[config.mk]
export PLATFORM = sky130hd
export DESIGN_NAME = cadc_top
export DESIGN_NICKNAME = d
export VERILOG_FILES = /design/src/cadc_pkg.sv /design/src/cadc_top.sv /design/src/cadc_cmp_chan.sv
export VERILOG_INCLUDE_DIRS = /design/src
export SDC_FILE = /design/constraint.sdc
export NUM_CORES = 1
export LEC_CHECK = 0
export ABC_AREA = 1
export BUFFER_PORTS_ARGS = -buffer_cell sky130_fd_sc_hd__buf_4
export CORE_UTILIZATION = 46
export CTS_CLUSTER_SIZE = 24
export DETAILED_ROUTE_END_ITERATION = 10
export PLACE_DENSITY = 0.76
export SYNTH_ARGS = -nofsm -noshare
export SYNTH_HDL_FRONTEND = slang
export SYNTH_SLANG_ARGS = --single-unit
[constraint.sdc]
create_clock -name mclk -period 1.3 [get_ports mclk]
set_clock_uncertainty 0.2 [all_clocks]
set_input_delay 0.065 -clock mclk [delete_from_list [all_inputs] [get_ports mclk]]
set_output_delay 0.065 -clock mclk [all_outputs]
set_load 0.02 [all_outputs]
[src/cadc_regs.svh]
`ifndef CADC_REGS_SVH
`define CADC_REGS_SVH
// Summary of operation
// - Ladder off, keep-positive set, code all ones: output held at positive source.
// - Ladder off, keep-positive clear, code all zeros: output held at negative source.
// - Waking from sleep leaves ladder control register 0 unchanged.
// - Reset disables ladder, removes pin output, clears level code.
// - Control 0 bit 7 enables the ladder; resets to zero.
// - Control 0 bit 6 picks which source stays connected in low power.
// - Control 0 bit 5 routes ladder voltage to its output pin.
// - Bits 3-2 pick positive source; code 11 reserved, never written.
// - Control 0 bit 0 picks negative source: external pin or ground.
// - Level code in bits 4-0; unused bits read as zero.
// - Raw result high when non-inverting input above inverting input.
// - Comparator enable starts it; clearing puts it in lowest current.
// - Result readable in own control register and shared result register.
// - Pin driven only with pin enable, direction clear, comparator enabled.
// - Pin enable overrides port latch regardless of comparator enable.
// - Internal result registered each cycle; pin unlatched unless sync chosen.
// - Invert bit inverts reported result; clear passes raw result.
// - Speed/power bit resets to one (normal); zero selects low power.
// - Hysteresis bit switches comparator input hysteresis on or off.
// - Result offered as timer gate source; sync recommended.
// - Sync captures result on falling edge of timer source clock.
// - Enabled rising or falling result edges set the sticky irq flag.
// - Edge during flag clear leaves the flag set.
// - Disabled comparator disconnects inputs; polarity/enable change may still flag.
`define CADC_ADR_LAD0    4'h0
`define CADC_ADR_LAD1    4'h1
`define CADC_ADR_C1CON0  4'h2
`define CADC_ADR_C1CON1  4'h3
`define CADC_ADR_C2CON0  4'h4
`define CADC_ADR_C2CON1  4'h5
`define CADC_ADR_CMP_SHARED_RESULT_REG   4'h6
`define CADC_ADR_IRQ     4'h7
`define CADC_LAD0_MASK   8'hED
`define CADC_LAD1_MASK   8'h1F
`define CADC_CON0_MASK   8'hB7
`define CADC_CON0_RST    8'h04
`define CADC_CON1_MASK   8'hF3
`define CADC_CODE_ONES   5'h1F
`define CADC_CODE_ZERO   5'h00
`define CADC_B_EN        7
`define CADC_B_OUT       6
`define CADC_B_OE        5
`define CADC_B_POL       4
`define CADC_B_SP        2
`define CADC_B_HYS       1
`define CADC_B_SYNC      0
`define CADC_B_INTP      7
`define CADC_B_INTN      6
`define CADC_B_LPS       6
`define CADC_B_PSS_HI    3
`define CADC_B_PSS_LO    2
`define CADC_B_NSS       0
`define CADC_CODE_HI     4
`endif

[src/cadc_pkg.sv]
package cadc_pkg;
  typedef enum logic [1:0] {
    CADC_PSRC_SUPPLY,
    CADC_PSRC_EXT_PIN,
    CADC_PSRC_FIXED_BUF2,
    CADC_PSRC_RESERVED
  } cadc_psrc_t;
  typedef enum logic [1:0] {
    CADC_LAD_ACTIVE,
    CADC_LAD_CLAMP_POS,
    CADC_LAD_CLAMP_NEG,
    CADC_LAD_IDLE
  } cadc_lad_state_t;
endpackage : cadc_pkg

[src/cadc_top.sv]
`timescale 1ns/1ps
`include "cadc_regs.svh"
// Comparator and reference ladder control, Wishbone classic slave
module cadc_top
(
  input  wire logic        mclk,
  input  wire logic        rst_b,
  input  wire logic        wb_cyc_i,
  input  wire logic        wb_stb_i,
  input  wire logic        wb_we_i,
  input  wire logic [5:0]  wb_adr_i,
  input  wire logic [3:0]  wb_sel_i,
  input  wire logic [31:0] wb_dat_i,
  output logic [31:0]      wb_dat_o,
  output logic             wb_ack_o,
  input  wire logic [1:0]  raw_cmp,
  input  wire logic        tmr_clk,
  input  wire logic [1:0]  pin_direction,
  input  wire logic [1:0]  port_latch,
  output logic [1:0]       cmp_pin_out,
  output logic [1:0]       cmp_pin_oe_b,
  output logic [1:0]       cmp_gate,
  output logic [1:0]       cmp_irq_flag,
  output logic [1:0]       cmp_enable,
  output logic [1:0]       cmp_speed_power,
  output logic [1:0]       cmp_hysteresis_en,
  output logic             ladder_enable,
  output logic             ladder_pin_output_enable,
  output logic [1:0]       positive_source_sel,
  output logic             negative_source_sel,
  output logic [4:0]       ladder_level_code,
  output cadc_pkg::cadc_lad_state_t ladder_state
);
  import cadc_pkg::*;

  logic [7:0]      ladder_control_0;
  logic [7:0]      ladder_level_select;
  logic [7:0]      con0 [2];
  logic [7:0]      con1 [2];
  logic [1:0]      res;
  logic [1:0]      gate;
  logic [1:0]      flag;
  logic [1:0]      flag_clr;
  logic [1:0]      dir_s1;
  logic [1:0]      dir_s2;
  logic [1:0]      lat_s1;
  logic [1:0]      lat_s2;
  logic            req;
  logic            wr;
  logic [3:0]      idx;
  logic [7:0]      wbyte;
  logic [7:0]      rbyte;
  cadc_lad_state_t next_ladder_state;

  // One-cycle answer: ack rises the edge after the request, then drops
  // Writes land on the edge where the master samples ack high
  assign req   = wb_cyc_i & wb_stb_i & ~wb_ack_o;
  assign wr    = wb_cyc_i & wb_stb_i & wb_ack_o & wb_we_i & wb_sel_i[0];
  assign idx   = wb_adr_i[5:2];
  assign wbyte = wb_dat_i[7:0];

  always_ff @(posedge mclk or negedge rst_b) begin
    if (!rst_b) begin
      wb_ack_o <= 1'b0;
    end else begin
      wb_ack_o <= req;
    end
  end

  // Ladder registers: reset clears all; sleep has no path here
  always_ff @(posedge mclk or negedge rst_b) begin
    if (!rst_b) begin
      ladder_control_0    <= 8'h00;
      ladder_level_select <= 8'h00;
    end else if (wr && idx == `CADC_ADR_LAD0) begin
      // Reserved source code kept out by software
      ladder_control_0 <= wbyte & `CADC_LAD0_MASK;
    end else if (wr && idx == `CADC_ADR_LAD1) begin
      ladder_level_select <= wbyte & `CADC_LAD1_MASK;
    end
  end

  // Comparator control registers; speed bit resets high
  always_ff @(posedge mclk or negedge rst_b) begin
    if (!rst_b) begin
      con0[0] <= `CADC_CON0_RST;
      con0[1] <= `CADC_CON0_RST;
      con1[0] <= 8'h00;
      con1[1] <= 8'h00;
    end else if (wr) begin
      if (idx == `CADC_ADR_C1CON0) begin
        con0[0] <= wbyte & `CADC_CON0_MASK;
      end
      if (idx == `CADC_ADR_C2CON0) begin
        con0[1] <= wbyte & `CADC_CON0_MASK;
      end
      if (idx == `CADC_ADR_C1CON1) begin
        con1[0] <= wbyte & `CADC_CON1_MASK;
      end
      if (idx == `CADC_ADR_C2CON1) begin
        con1[1] <= wbyte & `CADC_CON1_MASK;
      end
    end
  end

  // Write-one-to-clear for the sticky flags
  assign flag_clr = (wr && idx == `CADC_ADR_IRQ) ? wbyte[1:0] : 2'h0;

  genvar g;
  generate
    for (g = 0; g < 2; g++) begin : g_cmp
      cadc_cmp_chan u_chan (
        .mclk     (mclk),
        .rst_b    (rst_b),
        .raw_cmp  (raw_cmp[g]),
        .tmr_clk  (tmr_clk),
        .con0     (con0[g]),
        .con1     (con1[g]),
        .flag_clr (flag_clr[g]),
        .result   (res[g]),
        .gate_out (gate[g]),
        .irq_flag (flag[g])
      );
    end
  endgenerate

  // Read mux; result visible in both places
  always_comb begin
    rbyte = 8'h00;
    unique case (idx)
      `CADC_ADR_LAD0:   rbyte = ladder_control_0;
      `CADC_ADR_LAD1:   rbyte = ladder_level_select;
      `CADC_ADR_C1CON0: rbyte = con0[0] | {1'b0, res[0], 6'h00};
      `CADC_ADR_C2CON0: rbyte = con0[1] | {1'b0, res[1], 6'h00};
      `CADC_ADR_C1CON1: rbyte = con1[0];
      `CADC_ADR_C2CON1: rbyte = con1[1];
      `CADC_ADR_CMP_SHARED_RESULT_REG:  rbyte = {6'h00, res};
      `CADC_ADR_IRQ:    rbyte = {6'h00, flag};
      default:          rbyte = 8'h00;
    endcase
  end

  always_ff @(posedge mclk or negedge rst_b) begin
    if (!rst_b) begin
      wb_dat_o <= 32'h0000_0000;
    end else if (req && !wb_we_i) begin
      wb_dat_o <= {24'h00_0000, rbyte};
    end
  end

  // Pin-side inputs come from the port block's own domain, synchronise
  always_ff @(posedge mclk or negedge rst_b) begin
    if (!rst_b) begin
      dir_s1 <= 2'h3;
      dir_s2 <= 2'h3;
      lat_s1 <= 2'h0;
      lat_s2 <= 2'h0;
    end else begin
      dir_s1 <= pin_direction;
      dir_s2 <= dir_s1;
      lat_s1 <= port_latch;
      lat_s2 <= lat_s1;
    end
  end

  // Pin override and drive
  always_ff @(posedge mclk or negedge rst_b) begin
    if (!rst_b) begin
      cmp_pin_out  <= 2'h0;
      cmp_pin_oe_b <= 2'h3;
    end else begin
      for (int i = 0; i < 2; i++) begin
        cmp_pin_out[i] <= con0[i][`CADC_B_OE] ? gate[i] : lat_s2[i];
        cmp_pin_oe_b[i] <= ~(con0[i][`CADC_B_OE] & ~dir_s2[i]
                             & con0[i][`CADC_B_EN]);
      end
    end
  end

  // Analog control outputs
  always_ff @(posedge mclk or negedge rst_b) begin
    if (!rst_b) begin
      cmp_gate          <= 2'h0;
      cmp_irq_flag      <= 2'h0;
      cmp_enable        <= 2'h0;
      cmp_speed_power   <= 2'h3;
      cmp_hysteresis_en <= 2'h0;
    end else begin
      cmp_gate     <= gate;
      cmp_irq_flag <= flag;
      for (int i = 0; i < 2; i++) begin
        cmp_enable[i]        <= con0[i][`CADC_B_EN];
        cmp_speed_power[i]   <= con0[i][`CADC_B_SP];
        cmp_hysteresis_en[i] <= con0[i][`CADC_B_HYS];
      end
    end
  end

  // Ladder low-power clamp decode
  always_comb begin
    next_ladder_state = CADC_LAD_IDLE;
    if (ladder_control_0[`CADC_B_EN]) begin
      next_ladder_state = CADC_LAD_ACTIVE;
    end else if (ladder_control_0[`CADC_B_LPS] &&
                 ladder_level_select[4:0] == `CADC_CODE_ONES) begin
      next_ladder_state = CADC_LAD_CLAMP_POS;
    end else if (!ladder_control_0[`CADC_B_LPS] &&
                 ladder_level_select[4:0] == `CADC_CODE_ZERO) begin
      next_ladder_state = CADC_LAD_CLAMP_NEG;
    end
  end

  // Ladder analog controls
  always_ff @(posedge mclk or negedge rst_b) begin
    if (!rst_b) begin
      ladder_enable            <= 1'b0;
      ladder_pin_output_enable <= 1'b0;
      positive_source_sel      <= 2'h0;
      negative_source_sel      <= 1'b0;
      ladder_level_code        <= 5'h00;
      ladder_state             <= CADC_LAD_IDLE;
    end else begin
      ladder_enable            <= ladder_control_0[`CADC_B_EN];
      ladder_pin_output_enable <= ladder_control_0[`CADC_B_OE];
      positive_source_sel      <= ladder_control_0[3:2];
      negative_source_sel      <= ladder_control_0[0];
      ladder_level_code        <= ladder_level_select[4:0];
      ladder_state             <= next_ladder_state;
    end
  end
endmodule : cadc_top

[src/cadc_cmp_chan.sv]
`timescale 1ns/1ps
`include "cadc_regs.svh"
// One comparator channel: sync, polarity, timer-sync latch, edge flag
module cadc_cmp_chan (
  input  wire logic       mclk,
  input  wire logic       rst_b,
  input  wire logic       raw_cmp,
  input  wire logic       tmr_clk,
  input  wire logic [7:0] con0,
  input  wire logic [7:0] con1,
  input  wire logic       flag_clr,
  output logic            result,
  output logic            gate_out,
  output logic            irq_flag
);
  logic raw_s1;
  logic raw_s2;
  logic tmr_s1;
  logic tmr_s2;
  logic tmr_d;
  logic sync_q;
  logic prev_res;
  logic next_res;
  logic rise;
  logic fall;

  // Two stages: front end output is asynchronous
  always_ff @(posedge mclk or negedge rst_b) begin
    if (!rst_b) begin
      raw_s1 <= 1'b0;
      raw_s2 <= 1'b0;
      tmr_s1 <= 1'b0;
      tmr_s2 <= 1'b0;
    end else begin
      raw_s1 <= raw_cmp;
      raw_s2 <= raw_s1;
      tmr_s1 <= tmr_clk;
      tmr_s2 <= tmr_s1;
    end
  end

  // Disabled comparator reports the polarity bit, inputs disconnected
  // Polarity applied after the enable gate, so toggling either can flag
  always_comb begin
    next_res = (con0[`CADC_B_EN] & raw_s2) ^ con0[`CADC_B_POL];
  end

  // Internal result latched every cycle
  always_ff @(posedge mclk or negedge rst_b) begin
    if (!rst_b) begin
      result   <= 1'b0;
      prev_res <= 1'b0;
      tmr_d    <= 1'b0;
    end else begin
      result   <= next_res;
      prev_res <= result;
      tmr_d    <= tmr_s2;
    end
  end

  // Capture on every falling timer clock edge; gate takes it when sync selected
  always_ff @(posedge mclk or negedge rst_b) begin
    if (!rst_b) begin
      sync_q <= 1'b0;
    end else if (tmr_d && !tmr_s2) begin
      sync_q <= result;
    end
  end

  // Gate source for the timer and pin path
  always_ff @(posedge mclk or negedge rst_b) begin
    if (!rst_b) begin
      gate_out <= 1'b0;
    end else begin
      gate_out <= con0[`CADC_B_SYNC] ? sync_q : next_res;
    end
  end

  assign rise = result & ~prev_res;
  assign fall = ~result & prev_res;

  // Sticky flag; a new edge wins over the clear
  always_ff @(posedge mclk or negedge rst_b) begin
    if (!rst_b) begin
      irq_flag <= 1'b0;
    end else if ((rise && con1[`CADC_B_INTP]) ||
                 (fall && con1[`CADC_B_INTN])) begin
      irq_flag <= 1'b1;
    end else if (flag_clr) begin
      irq_flag <= 1'b0;
    end
  end
endmodule : cadc_cmp_chan

Word-level counts from Yosys, hierarchy flattened
Index checks and enable logic that the tools add are counted.

Word-level logic and storage cells: 117. Flip-flop bits (word level): 95. Output and inout port bits: 59. Input bits: 54.

Bitwise operators: 29. Multiplexer cells: 13. Reductions and logical operators: 25. Equal/unequal tests: 8.

Operator list (number): one-hot mux 8 bit (8 select lines) (1); equality test 4 x 3 -> 1 bit, second input constant (4); bitwise OR 8 x 7 -> 8 bit (2); AND 1 bit (15); logical AND 1 bit (11); inverter 1 bit (10); AND reduction 2 bit (5); two-way mux 1 bit (9); equality test 4 x 2 -> 1 bit, second input constant (2); two-way mux 2 bit (3); equality test 5 bit, second input constant (1); zero test 5 bit (1); equality test 4 x 1 -> 1 bit, second input constant (1); zero test 4 bit (1); nonzero test 2 bit (2); zero test 1 bit (3); logical OR 1 bit (2); bitwise XOR 1 bit (2).

Logic depth before layout (Yosys ltp)
Gate-level depths: netlist of the first run.

Depth after elaboration: 8. Depth in mapped cells: 9.

Hierarchy
A second synthesis of the first run with hierarchy kept.

Cells, all modules: 379. Area, all modules: 3925.0 um^2.

Modules (own cells, without submodules): cadc_top (sequential area each 1966.9 um^2, cells each 321, times used 1, area each 3261.9 um^2); cadc_cmp_chan (sequential area each 250.2 um^2, cells each 29, times used 2, area each 331.6 um^2).

Least setup slack after synthesis of the first run
OpenSTA, ideal clock, no wires.

Path type: register to register. Start point: register wb_ack_o. End point: register con1[7] (netlist bit). Setup time: 121 ps. Buffers on the path: 1. Slack: -258 ps. Arrival: 1236 ps. Period minus slack after synthesis: 1558 ps. Stages on the path, launching flop included: 7. Cells stage by stage: dfrtp_1 -> nand3_1 -> nor2_4 -> nand3_1 -> buf_4 -> nand2_1 -> o21ai_2.

Word-level cells in the longest chain between the ends: 4.

RTL lines: from (decl) (RTL line cadc_top.sv:15) `output logic wb_ack_o,`; from (signal assigned) (RTL line cadc_top.sv:66) `wb_ack_o <= req;`; AND 1 bit (3 in series) (RTL line cadc_top.sv:58) `assign wr = wb_cyc_i & wb_stb_i & wb_ack_o & wb_we_i & wb_sel_i[0];`; AND reduction 2 bit (no line); to (decl) (RTL line cadc_top.sv:39) `logic [7:0] con1 [2];`.

No other way between the ends. A chain may end at the register's enable or synchronous reset.

Worst setup path after layout of the first run
Start point: register wb_ack_o. End point: register con1[0] (netlist bit).

Same word-level chain as after synthesis.

==> metrics.cfg, run 1 <==
[floorplan]
rows=32
dieArea_um2=8590
fp.dieH_um=92.7
die_w_um=92.7
io_pins=113
start_util_pct=48.2
core_area_um2=7850

[timing]
fin_ws_ns=-0.159
fmax_mhz=685
fin_crit_sh_pct=112
slew_viol_final=0
setup_tns_ns=-5.34
setup_violations=46
fin_crit_ns=1.46
final_hold_viol_count=0
rsz0062_at_grt=yes

[synthesis]
async_flop_share_pct=100
ys_warn_count=0
synthTopCellsByArea=dfrtp_1 (55%), nand2_1 (8.8%), dfstp_2 (8.3%), nand3_1 (5.8%), buf_4 (5.6%)
muxShareOfSynthArea_pct=1.19
ys_ff_latch=95
ys_seq_area_share_pct=63.2
synth_edf_count=0
ys.flop_type=dfrtp_1
synth_xor_area_share_pct=0.463
synth_compound_area_share_pct=7.64
synth_top_family_by_area=simple AND/OR/NAND/NOR gates
synthTopCellsByCount=nand2_1 (89), dfrtp_1 (83), nand3_1 (44), buf_4 (28), inv_1 (22)
synthAdderAreaFrac_pct=0
synth_top_area_share_pct=54.9
syn_area_um2=3780
synth_area_leader_cell=dfrtp_1
syn-instance-count=365
synth.most_common_cell=nand2_1
synthSimpleGateAreaFrac_pct=18.1
syn_area_per_cell_um2=10.4
synth_cell_types=27

[drt]
drc=0
postRouteAntennaNets=0
routed_wl_um=8940
via_count=2961
wire_per_inst_um=15.1
dr.pass1.iters=5
drt_iter0_markers=216
viasPerCell=4.99

[place]
hpwl_um=5830
numPortBuffers=59
placedCellCount=550
postPlaceCellArea_um2=4560
pre_cts_ws_ns=-0.155
gp_congestion=0.858

[power_and_ir_drop]
p_leak_nw=2.61
p_int_mw=4.21
swShare_pct=26.0
comb_power_share_pct=10.6
seq_power_share_pct=54.6
power.density_nw_per_um2=1060
vdd_drop_max_mv=0.756
power_switching_mw=1.47
clockPowerShare_pct=34.7

[cts]
numCtsBuffers=9
clockBufferDepth=2
worstSkewPairLatency_ns=0.37
cts.clk_slew.worst_paths_ns=0.10
cts-root-buf=clkbuf_8
cts-htree-levels=3
cts_tree=built
cts.sinks=95

[worst_setup_path]
crit_fanout=6
criticalPathCategory=reg2reg
path_cells=nand3_2, nor2_4, buf_6, nand3_4, buf_12, nand2_4, o21ai_2
r2r-start=wb_ack_o
crit_arrival_ns=1.51
crit_required_ns=1.35
end_kind=flip-flop
cp-start-kind=flip-flop
crit_path_start=wb_ack_o
critPathMaxStageDelay_ns=0.38
cpMaxStageDelayCell=dfrtp_2
rrSetupSlack_ns=-0.16

[final_layout]
finalInstanceArea_um2=5340
drive_gt1_share_pct=41.3
fin_nets=540
fillers=583
diodes=0
ff_latch_area_um2=2390
final_util_pct=68.1
synthToLayoutAreaGrowth_pct=41.2
fin_cells=593
multiInputGateArea_um2=1380

[min_path]
min_path_type=in2async

[global_routing]
antenna_found_initial=0
grt_pass1_vias=2847
grt_overflow_total=0
grt_max_degree=43
grt_pass1_wl_um=13900
grt.total_usage_pct=21.4

[outcome]
status=finished, violations left
violations=negative setup slack

[job]
maxCapViolations=0

==> metal layers <==
metal  GRT usage (%)  part of all wire [%]  wire (um)  up-vias
met1            28.5                    42       3740     1450
li1                -                     -          -     1382
met3            4.11                   5.9        528       17
met2            35.0                    50       4470      112
met4            8.21                   2.3        207        0
met5               0                     0          0        -
==> through the flow <==
stage                     hold slack, ns  total power [mW]
final                            0.00830              5.68
after global routing              0.0210              5.89
after CTS                        0.00802              5.68
after detailed placement          -0.135              3.67
after global placement            -0.141              3.66
after floorplan                   -0.431              3.43
==> power groups by stage <==
stage | Clock, mW | Sequential (mW) | Combinational, mW
floorplan | 0 | 3.18 | 0.250
global placement | 0 | 3.15 | 0.505
detailed placement | 0 | 3.16 | 0.512
CTS | 2.00 | 3.10 | 0.577
global route | 2.12 | 3.11 | 0.655
finish | 1.97 | 3.10 | 0.604
==> cells in the final DEF (no fill, tap or decap), types with 12 or more instances in the layout <==
cell type and instances:
nand3_1 39, inv_1 21, o21ai_1 14, o21ai_2 24, buf_6 13, nand2_1 61
buf_4 75, conb_1 24, nand2_2 19, dfstp_2 12, nor2_1 12, dfrtp_1 82
dlygate4sd3_1 20
==> final timing paths <==
kind | endpoint | depth (start not counted)
max | con1[0] | 7
min | ladder_control_0[0] | 3
max reg2reg | con1[0] | 7
min reg2reg | lat_s2[0] | 0
max in group asynchronous | dir_s1[1] | 3
min in group mclk | ladder_level_select[4] | 5
==> final cells by class <==
type                            count  share of cell area (%)
Sequential cell                    95                    44.8
Multi-Input combinational cell    234                    25.9
Timing Repair Buffer              120                    21.4
Clock buffer                       10                    2.39
Tap cell                          102                    2.39
Inverter                           26                    1.83
Clock inverter                      6                    1.31
==> what timing repair did <==
item,in CTS,in global routing
pin swaps,5,9
hold buffers,20,0
endpoints found under the hold margin,148,0
resized for setup,33,57
cloned,2,2
setup endpoints to repair,48,52
setup buffers,1,2
==> cells by family (layout without fill, tap and decap cells) <==
group	after synthesis	after routing
AOI/OAI and AO/OA	47	47
DFF	95	95
buffers and inverters	60	162
xor gates and xnor gates	2	2
muxes	4	4
and+or+nand+nor	156	157
other	1	24
==> critical path, delay by kind of cell, from the launching register on <==
kind	cells	cell delay, ns
simple gates	4	0.40
flops	1	0.38
buf+inv	2	0.31
compound gates	1	0.05
==> sequential cells by signal (all words and copies together), names as in the netlist, 5 cells and up <==
register and count:
ladder_level_select 5, ladder_level_code 5, wb_dat_o 8, ladder_control_0 6, con1 12, con0 12
No activity file was read; power rests on OpenSTA's default activity.
==> run 2, diff against run 1 <==
--- a/config.mk
+++ b/config.mk
@@ -11,7 +11,8 @@
 export CORE_UTILIZATION = 46
 export CTS_CLUSTER_SIZE = 24
 export DETAILED_ROUTE_END_ITERATION = 10
-export PLACE_DENSITY = 0.76
+export PLACE_DENSITY_LB_ADDON = 0.1
+export SKIP_LAST_GASP = 1
 export SYNTH_ARGS = -nofsm -noshare
 export SYNTH_HDL_FRONTEND = slang
 export SYNTH_SLANG_ARGS = --single-unit
==> metrics.cfg, run 2 (same netlist as run 1, synthesis figures left out) <==
[outcome]
status=finished, violations left
violations=negative hold slack, negative setup slack

[timing]
final_hold_viol_count=2
fin_crit_ns=1.37
fin_ws_ns=-0.0687
fin_crit_sh_pct=105
setup_tns_ns=-1.63
fmax_mhz=731
holdWs_ns=-0.0348
rsz0062_at_grt=yes
slew_viol_final=0
setup_violations=44

[worst_setup_path]
rrSetupSlack_ns=-0.07
crit_fanout=8
crit_path_start=wb_ack_o
crit_required_ns=1.34
end_kind=flip-flop
r2r_end=con1[6]
cp-start-kind=flip-flop
criticalPathCategory=reg2reg
r2r-start=wb_ack_o
crit_arrival_ns=1.41
worstRegToRegCells=7

[min_path]
hold_end=con1[1]
hold_start=wb_adr_i[5]
min_path_type=in2reg
min_path_cells=5

[floorplan]
start_util_pct=48.2
core_area_um2=7850
die_w_um=92.7
dieArea_um2=8590
fp.dieH_um=92.7
io_pins=113
rows=32

[final_layout]
layout_common_cells=buf_4 (83), dfrtp_1 (82), nand2_1 (71)
top_regs=con0: 12 flops, con1: 12 flops, wb_dat_o: 8 flops
fin_nets=538
drive_gt1_share_pct=36.4
diodes=0
synthToLayoutAreaGrowth_pct=35.3
final_common_cell=buf_4
final_util_pct=65.2
fin_cells=591
fillers=651
finalInstanceArea_um2=5120

[global_routing]
grt_overflow_total=0
grt_pass1_wl_um=13400
grt_pass1_vias=2790
grt_max_degree=32
antenna_found_initial=0
grt.total_usage_pct=20.5

[drt]
via_count=2840
routed_wl_um=8190
drc=0
wire_per_inst_um=13.9
viasPerCell=4.81
drt_iter0_markers=138
dr.pass1.iters=4
postRouteAntennaNets=0

[place]
gp_congestion=0.853
postPlaceCellArea_um2=4540
numPortBuffers=59
pre_cts_ws_ns=-0.206
hpwl_um=5590
placedCellCount=552

[power_and_ir_drop]
clockPowerShare_pct=34.7
p_leak_nw=2.52
comb_power_share_pct=10.3
p_int_mw=4.24
seq_power_share_pct=55.0
vdd_drop_max_mv=0.705
swShare_pct=24.6
power.density_nw_per_um2=1100
p_total_mw=5.63
power_switching_mw=1.39

[cts]
numCtsBuffers=9
cts-htree-levels=3
cts.sinks=95
cts_tree=built
cts-root-buf=clkbuf_8
cts.clk_slew.worst_paths_ns=0.10
clockBufferDepth=2
ctsHoldBuffers=21
worstSkewPairLatency_ns=0.35

[job]
maxCapViolations=0

==> run 2: how the worst max path moves through the flow <==
stage | to | slack [ns] | depth (start not counted)
2_1_floorplan | wb_dat_o[4] | -0.14 | 4
3_3_place_gp | ladder_control_0[6] | -0.16 | 5
3_5_place_dp | ladder_control_0[6] | -0.21 | 5
4_1_cts | con1[7] | -0.05 | 7
5_1_grt | ladder_level_select[1] | -0.12 | 7
6_report | con1[6] | -0.07 | 7
==> run 2: power groups by stage <==
stage	combinational [mW]	sequential, mW	clock, mW
floorplan	0.250	3.18	0
global placement	0.500	3.15	0
detailed placement	0.507	3.15	0
CTS	0.574	3.10	1.98
global route	0.632	3.11	2.11
finish	0.579	3.10	1.95
==> run 2: timing repair <==
action | in CTS | in global routing
endpoints found under the hold margin | 140 | 2
cloned | 1 | 0
buffers inserted | 1 | 0
gates resized for setup | 30 | 17
setup endpoints to repair | 46 | 47
pin swaps | 3 | 1
==> run 2: area by class of cell <==
type	instances	area [um^2]	area share, %
tap	102	128	2.49
clock buffer	12	145	2.84
inverter	26	97.6	1.91
timing repair buffer	118	1040	20.3
sequential	95	2390	46.8
multi-input combinational	234	1260	24.7
clock inverter	4	53.8	1.05
==> run 2: layer usage <==
metal / up-vias / GRT usage [%] / wire, um
met3: 15 / 3.53 / 356
met1: 1378 / 28.1 / 3630
met2: 74 / 31.6 / 4030
met5: - / 0 / 0
li1: 1373 / - / -
met4: 0 / 10.0 / 170
==> run 2: critical path: stages (launching register included) <==
cell and delay [ns]:
dfrtp_2 0.38, nand3_2 0.08, nor2_4 0.10, buf_12 0.14, nand3_4 0.08, buf_8 0.17
nand2_2 0.06, o21ai_2 0.05
==> run 3, diff against run 2 <==
--- a/config.mk
+++ b/config.mk
@@ -7,10 +7,9 @@
 export NUM_CORES = 1
 export LEC_CHECK = 0
 export ABC_AREA = 1
-export BUFFER_PORTS_ARGS = -buffer_cell sky130_fd_sc_hd__buf_4
-export CORE_UTILIZATION = 46
-export CTS_CLUSTER_SIZE = 24
+export CORE_UTILIZATION = 56
 export DETAILED_ROUTE_END_ITERATION = 10
+export DONT_BUFFER_PORTS = 1
 export PLACE_DENSITY_LB_ADDON = 0.1
 export SKIP_LAST_GASP = 1
 export SYNTH_ARGS = -nofsm -noshare
==> metrics.cfg, run 3 (same netlist as run 1, synthesis figures left out) <==
[outcome]
status=finished, violations left
violations=design-rule violations, negative hold slack, negative setup slack

[cts]
cts-root-buf=clkbuf_8
cts.sinks=95
cts_tree=built
cts-htree-levels=3
cts.clk_slew.worst_paths_ns=0.09
clockBufferDepth=2
numCtsBuffers=9
worstSkewPairLatency_ns=0.37

[global_routing]
grt_pass1_vias=2600
grt_pass1_wl_um=13100
antenna_found_initial=0
grt.total_usage_pct=24.7
grt_max_degree=96
grt_overflow_total=0

[timing]
rsz0062_at_grt=yes
holdWs_ns=-0.816
fmax_mhz=684
setup_violations=46
fin_ws_ns=-0.163
final_hold_viol_count=96
fin_crit_ns=1.46
slew_viol_final=0
fin_crit_sh_pct=113

[worst_setup_path]
crit_fanout=6
end_kind=flip-flop
worstRegToRegCells=7
crit_required_ns=1.35
cp-start-kind=flip-flop
criticalPathCategory=reg2reg
crit_arrival_ns=1.52

[place]
numPortBuffers=0
gp_congestion=0.787
pre_cts_ws_ns=-0.193
placedCellCount=463
postPlaceCellArea_um2=4000
hpwl_um=5040

[drt]
drt_iter0_markers=194
viasPerCell=5.27
postRouteAntennaNets=0
routed_wl_um=8090
wire_per_inst_um=15.8
drc=12
via_count=2691
dr.pass1.iters=8

[final_layout]
fin_cells=511
layout_common_cells=dfrtp_1 (82), nand2_1 (79), nand3_1 (41)
final_common_cell=dfrtp_1
synthToLayoutAreaGrowth_pct=23.8
diodes=0
fin_nets=483
finalInstanceArea_um2=4680
drive_gt1_share_pct=26.7
top_regs=con0: 12 flops, con1: 12 flops, wb_dat_o: 8 flops

[floorplan]
fp.dieH_um=84.2
io_pins=113
core_area_um2=6420
dieArea_um2=7090
start_util_pct=58.9
rows=29
die_w_um=84.2

[power_and_ir_drop]
p_leak_nw=2.26
vdd_drop_max_mv=1.09
power.density_nw_per_um2=1210

[job]
maxCapViolations=0

[min_path]
min_path_type=in2async

-- run 3: changes by cell type in the layout (fill, tap and decap cells not counted), sizes merged --
cell,change
buf,-59
bufinv,+1
clkinv,+1
dlygate4sd3,+3
clkinvlp,-2
nand3,+1
-- run 3: routing by layer --
layer	track usage (%)	part of all wire [%]	wire, um
met5	0	0	0
met4	9.87	2.2	174
met3	6.49	6.5	529
met2	39.3	47	3840
met1	32.8	44	3540
-- run 3: worst paths after layout --
kind | start | to | slack, ns
min in group mclk | wb_we_i | con0[10] | 0
setup / recovery | wb_ack_o | con1[1] | -0.16
hold / removal | rst_b | positive_source_sel[1] | -0.82
hold reg to reg | g_cmp[0].u_chan.raw_s1 | g_cmp[0].u_chan.raw_s2 | 0.15
setup reg to reg | wb_ack_o | con1[1] | -0.16
max in group asynchronous | rst_b | ladder_state[0] | 1.47
-- run 3: area by class of cell --
cell class | count | area (um^2)
Clock buffer | 12 | 145
Clock inverter | 4 | 77.6
Fill cell | 466 | 1740
Inverter | 26 | 97.6
Multi-Input combinational cell | 235 | 1260
Sequential cell | 95 | 2390
Tap cell | 77 | 96.3
Timing Repair Buffer | 62 | 609
-- run 3: critical path: stages (launching register included) --
cell	delay, ns
dfrtp_2	0.38
nand3_2	0.08
nor2_4	0.16
buf_4	0.15
nand3_4	0.10
buf_12	0.16
nand2_1	0.07
o21ai_2	0.05
-- run 3: through the flow --
stage	util, %	total power [mW]	hold slack, ns	TNS, ns
global placement	62.3	3.46	-0.429	-2.98
finish	72.9	5.65	-0.816	-5.05
global route	72.9	5.84	-0.840	-7.63
detailed placement	62.3	3.47	-0.429	-4.76
floorplan	-	3.43	-0.431	-4.42
CTS	71.7	5.68	-0.828	-2.52
-- run 3: what timing repair did --
item,4_1_cts,5_1_grt
gates cloned,3,1
pin swaps,2,2
gates resized for setup,20,21
hold endpoints to repair,148,103
hold buffers,23,1
buffers inserted,4,0
setup endpoints to repair,45,46
-- run 3: where the power goes --
group	total, mW	internal [mW]	switching [mW]
logic	0.364	0.141	0.223
registers	3.14	3.05	0.0834
clock network	2.15	1.15	1.00
total	5.65	4.34	1.31
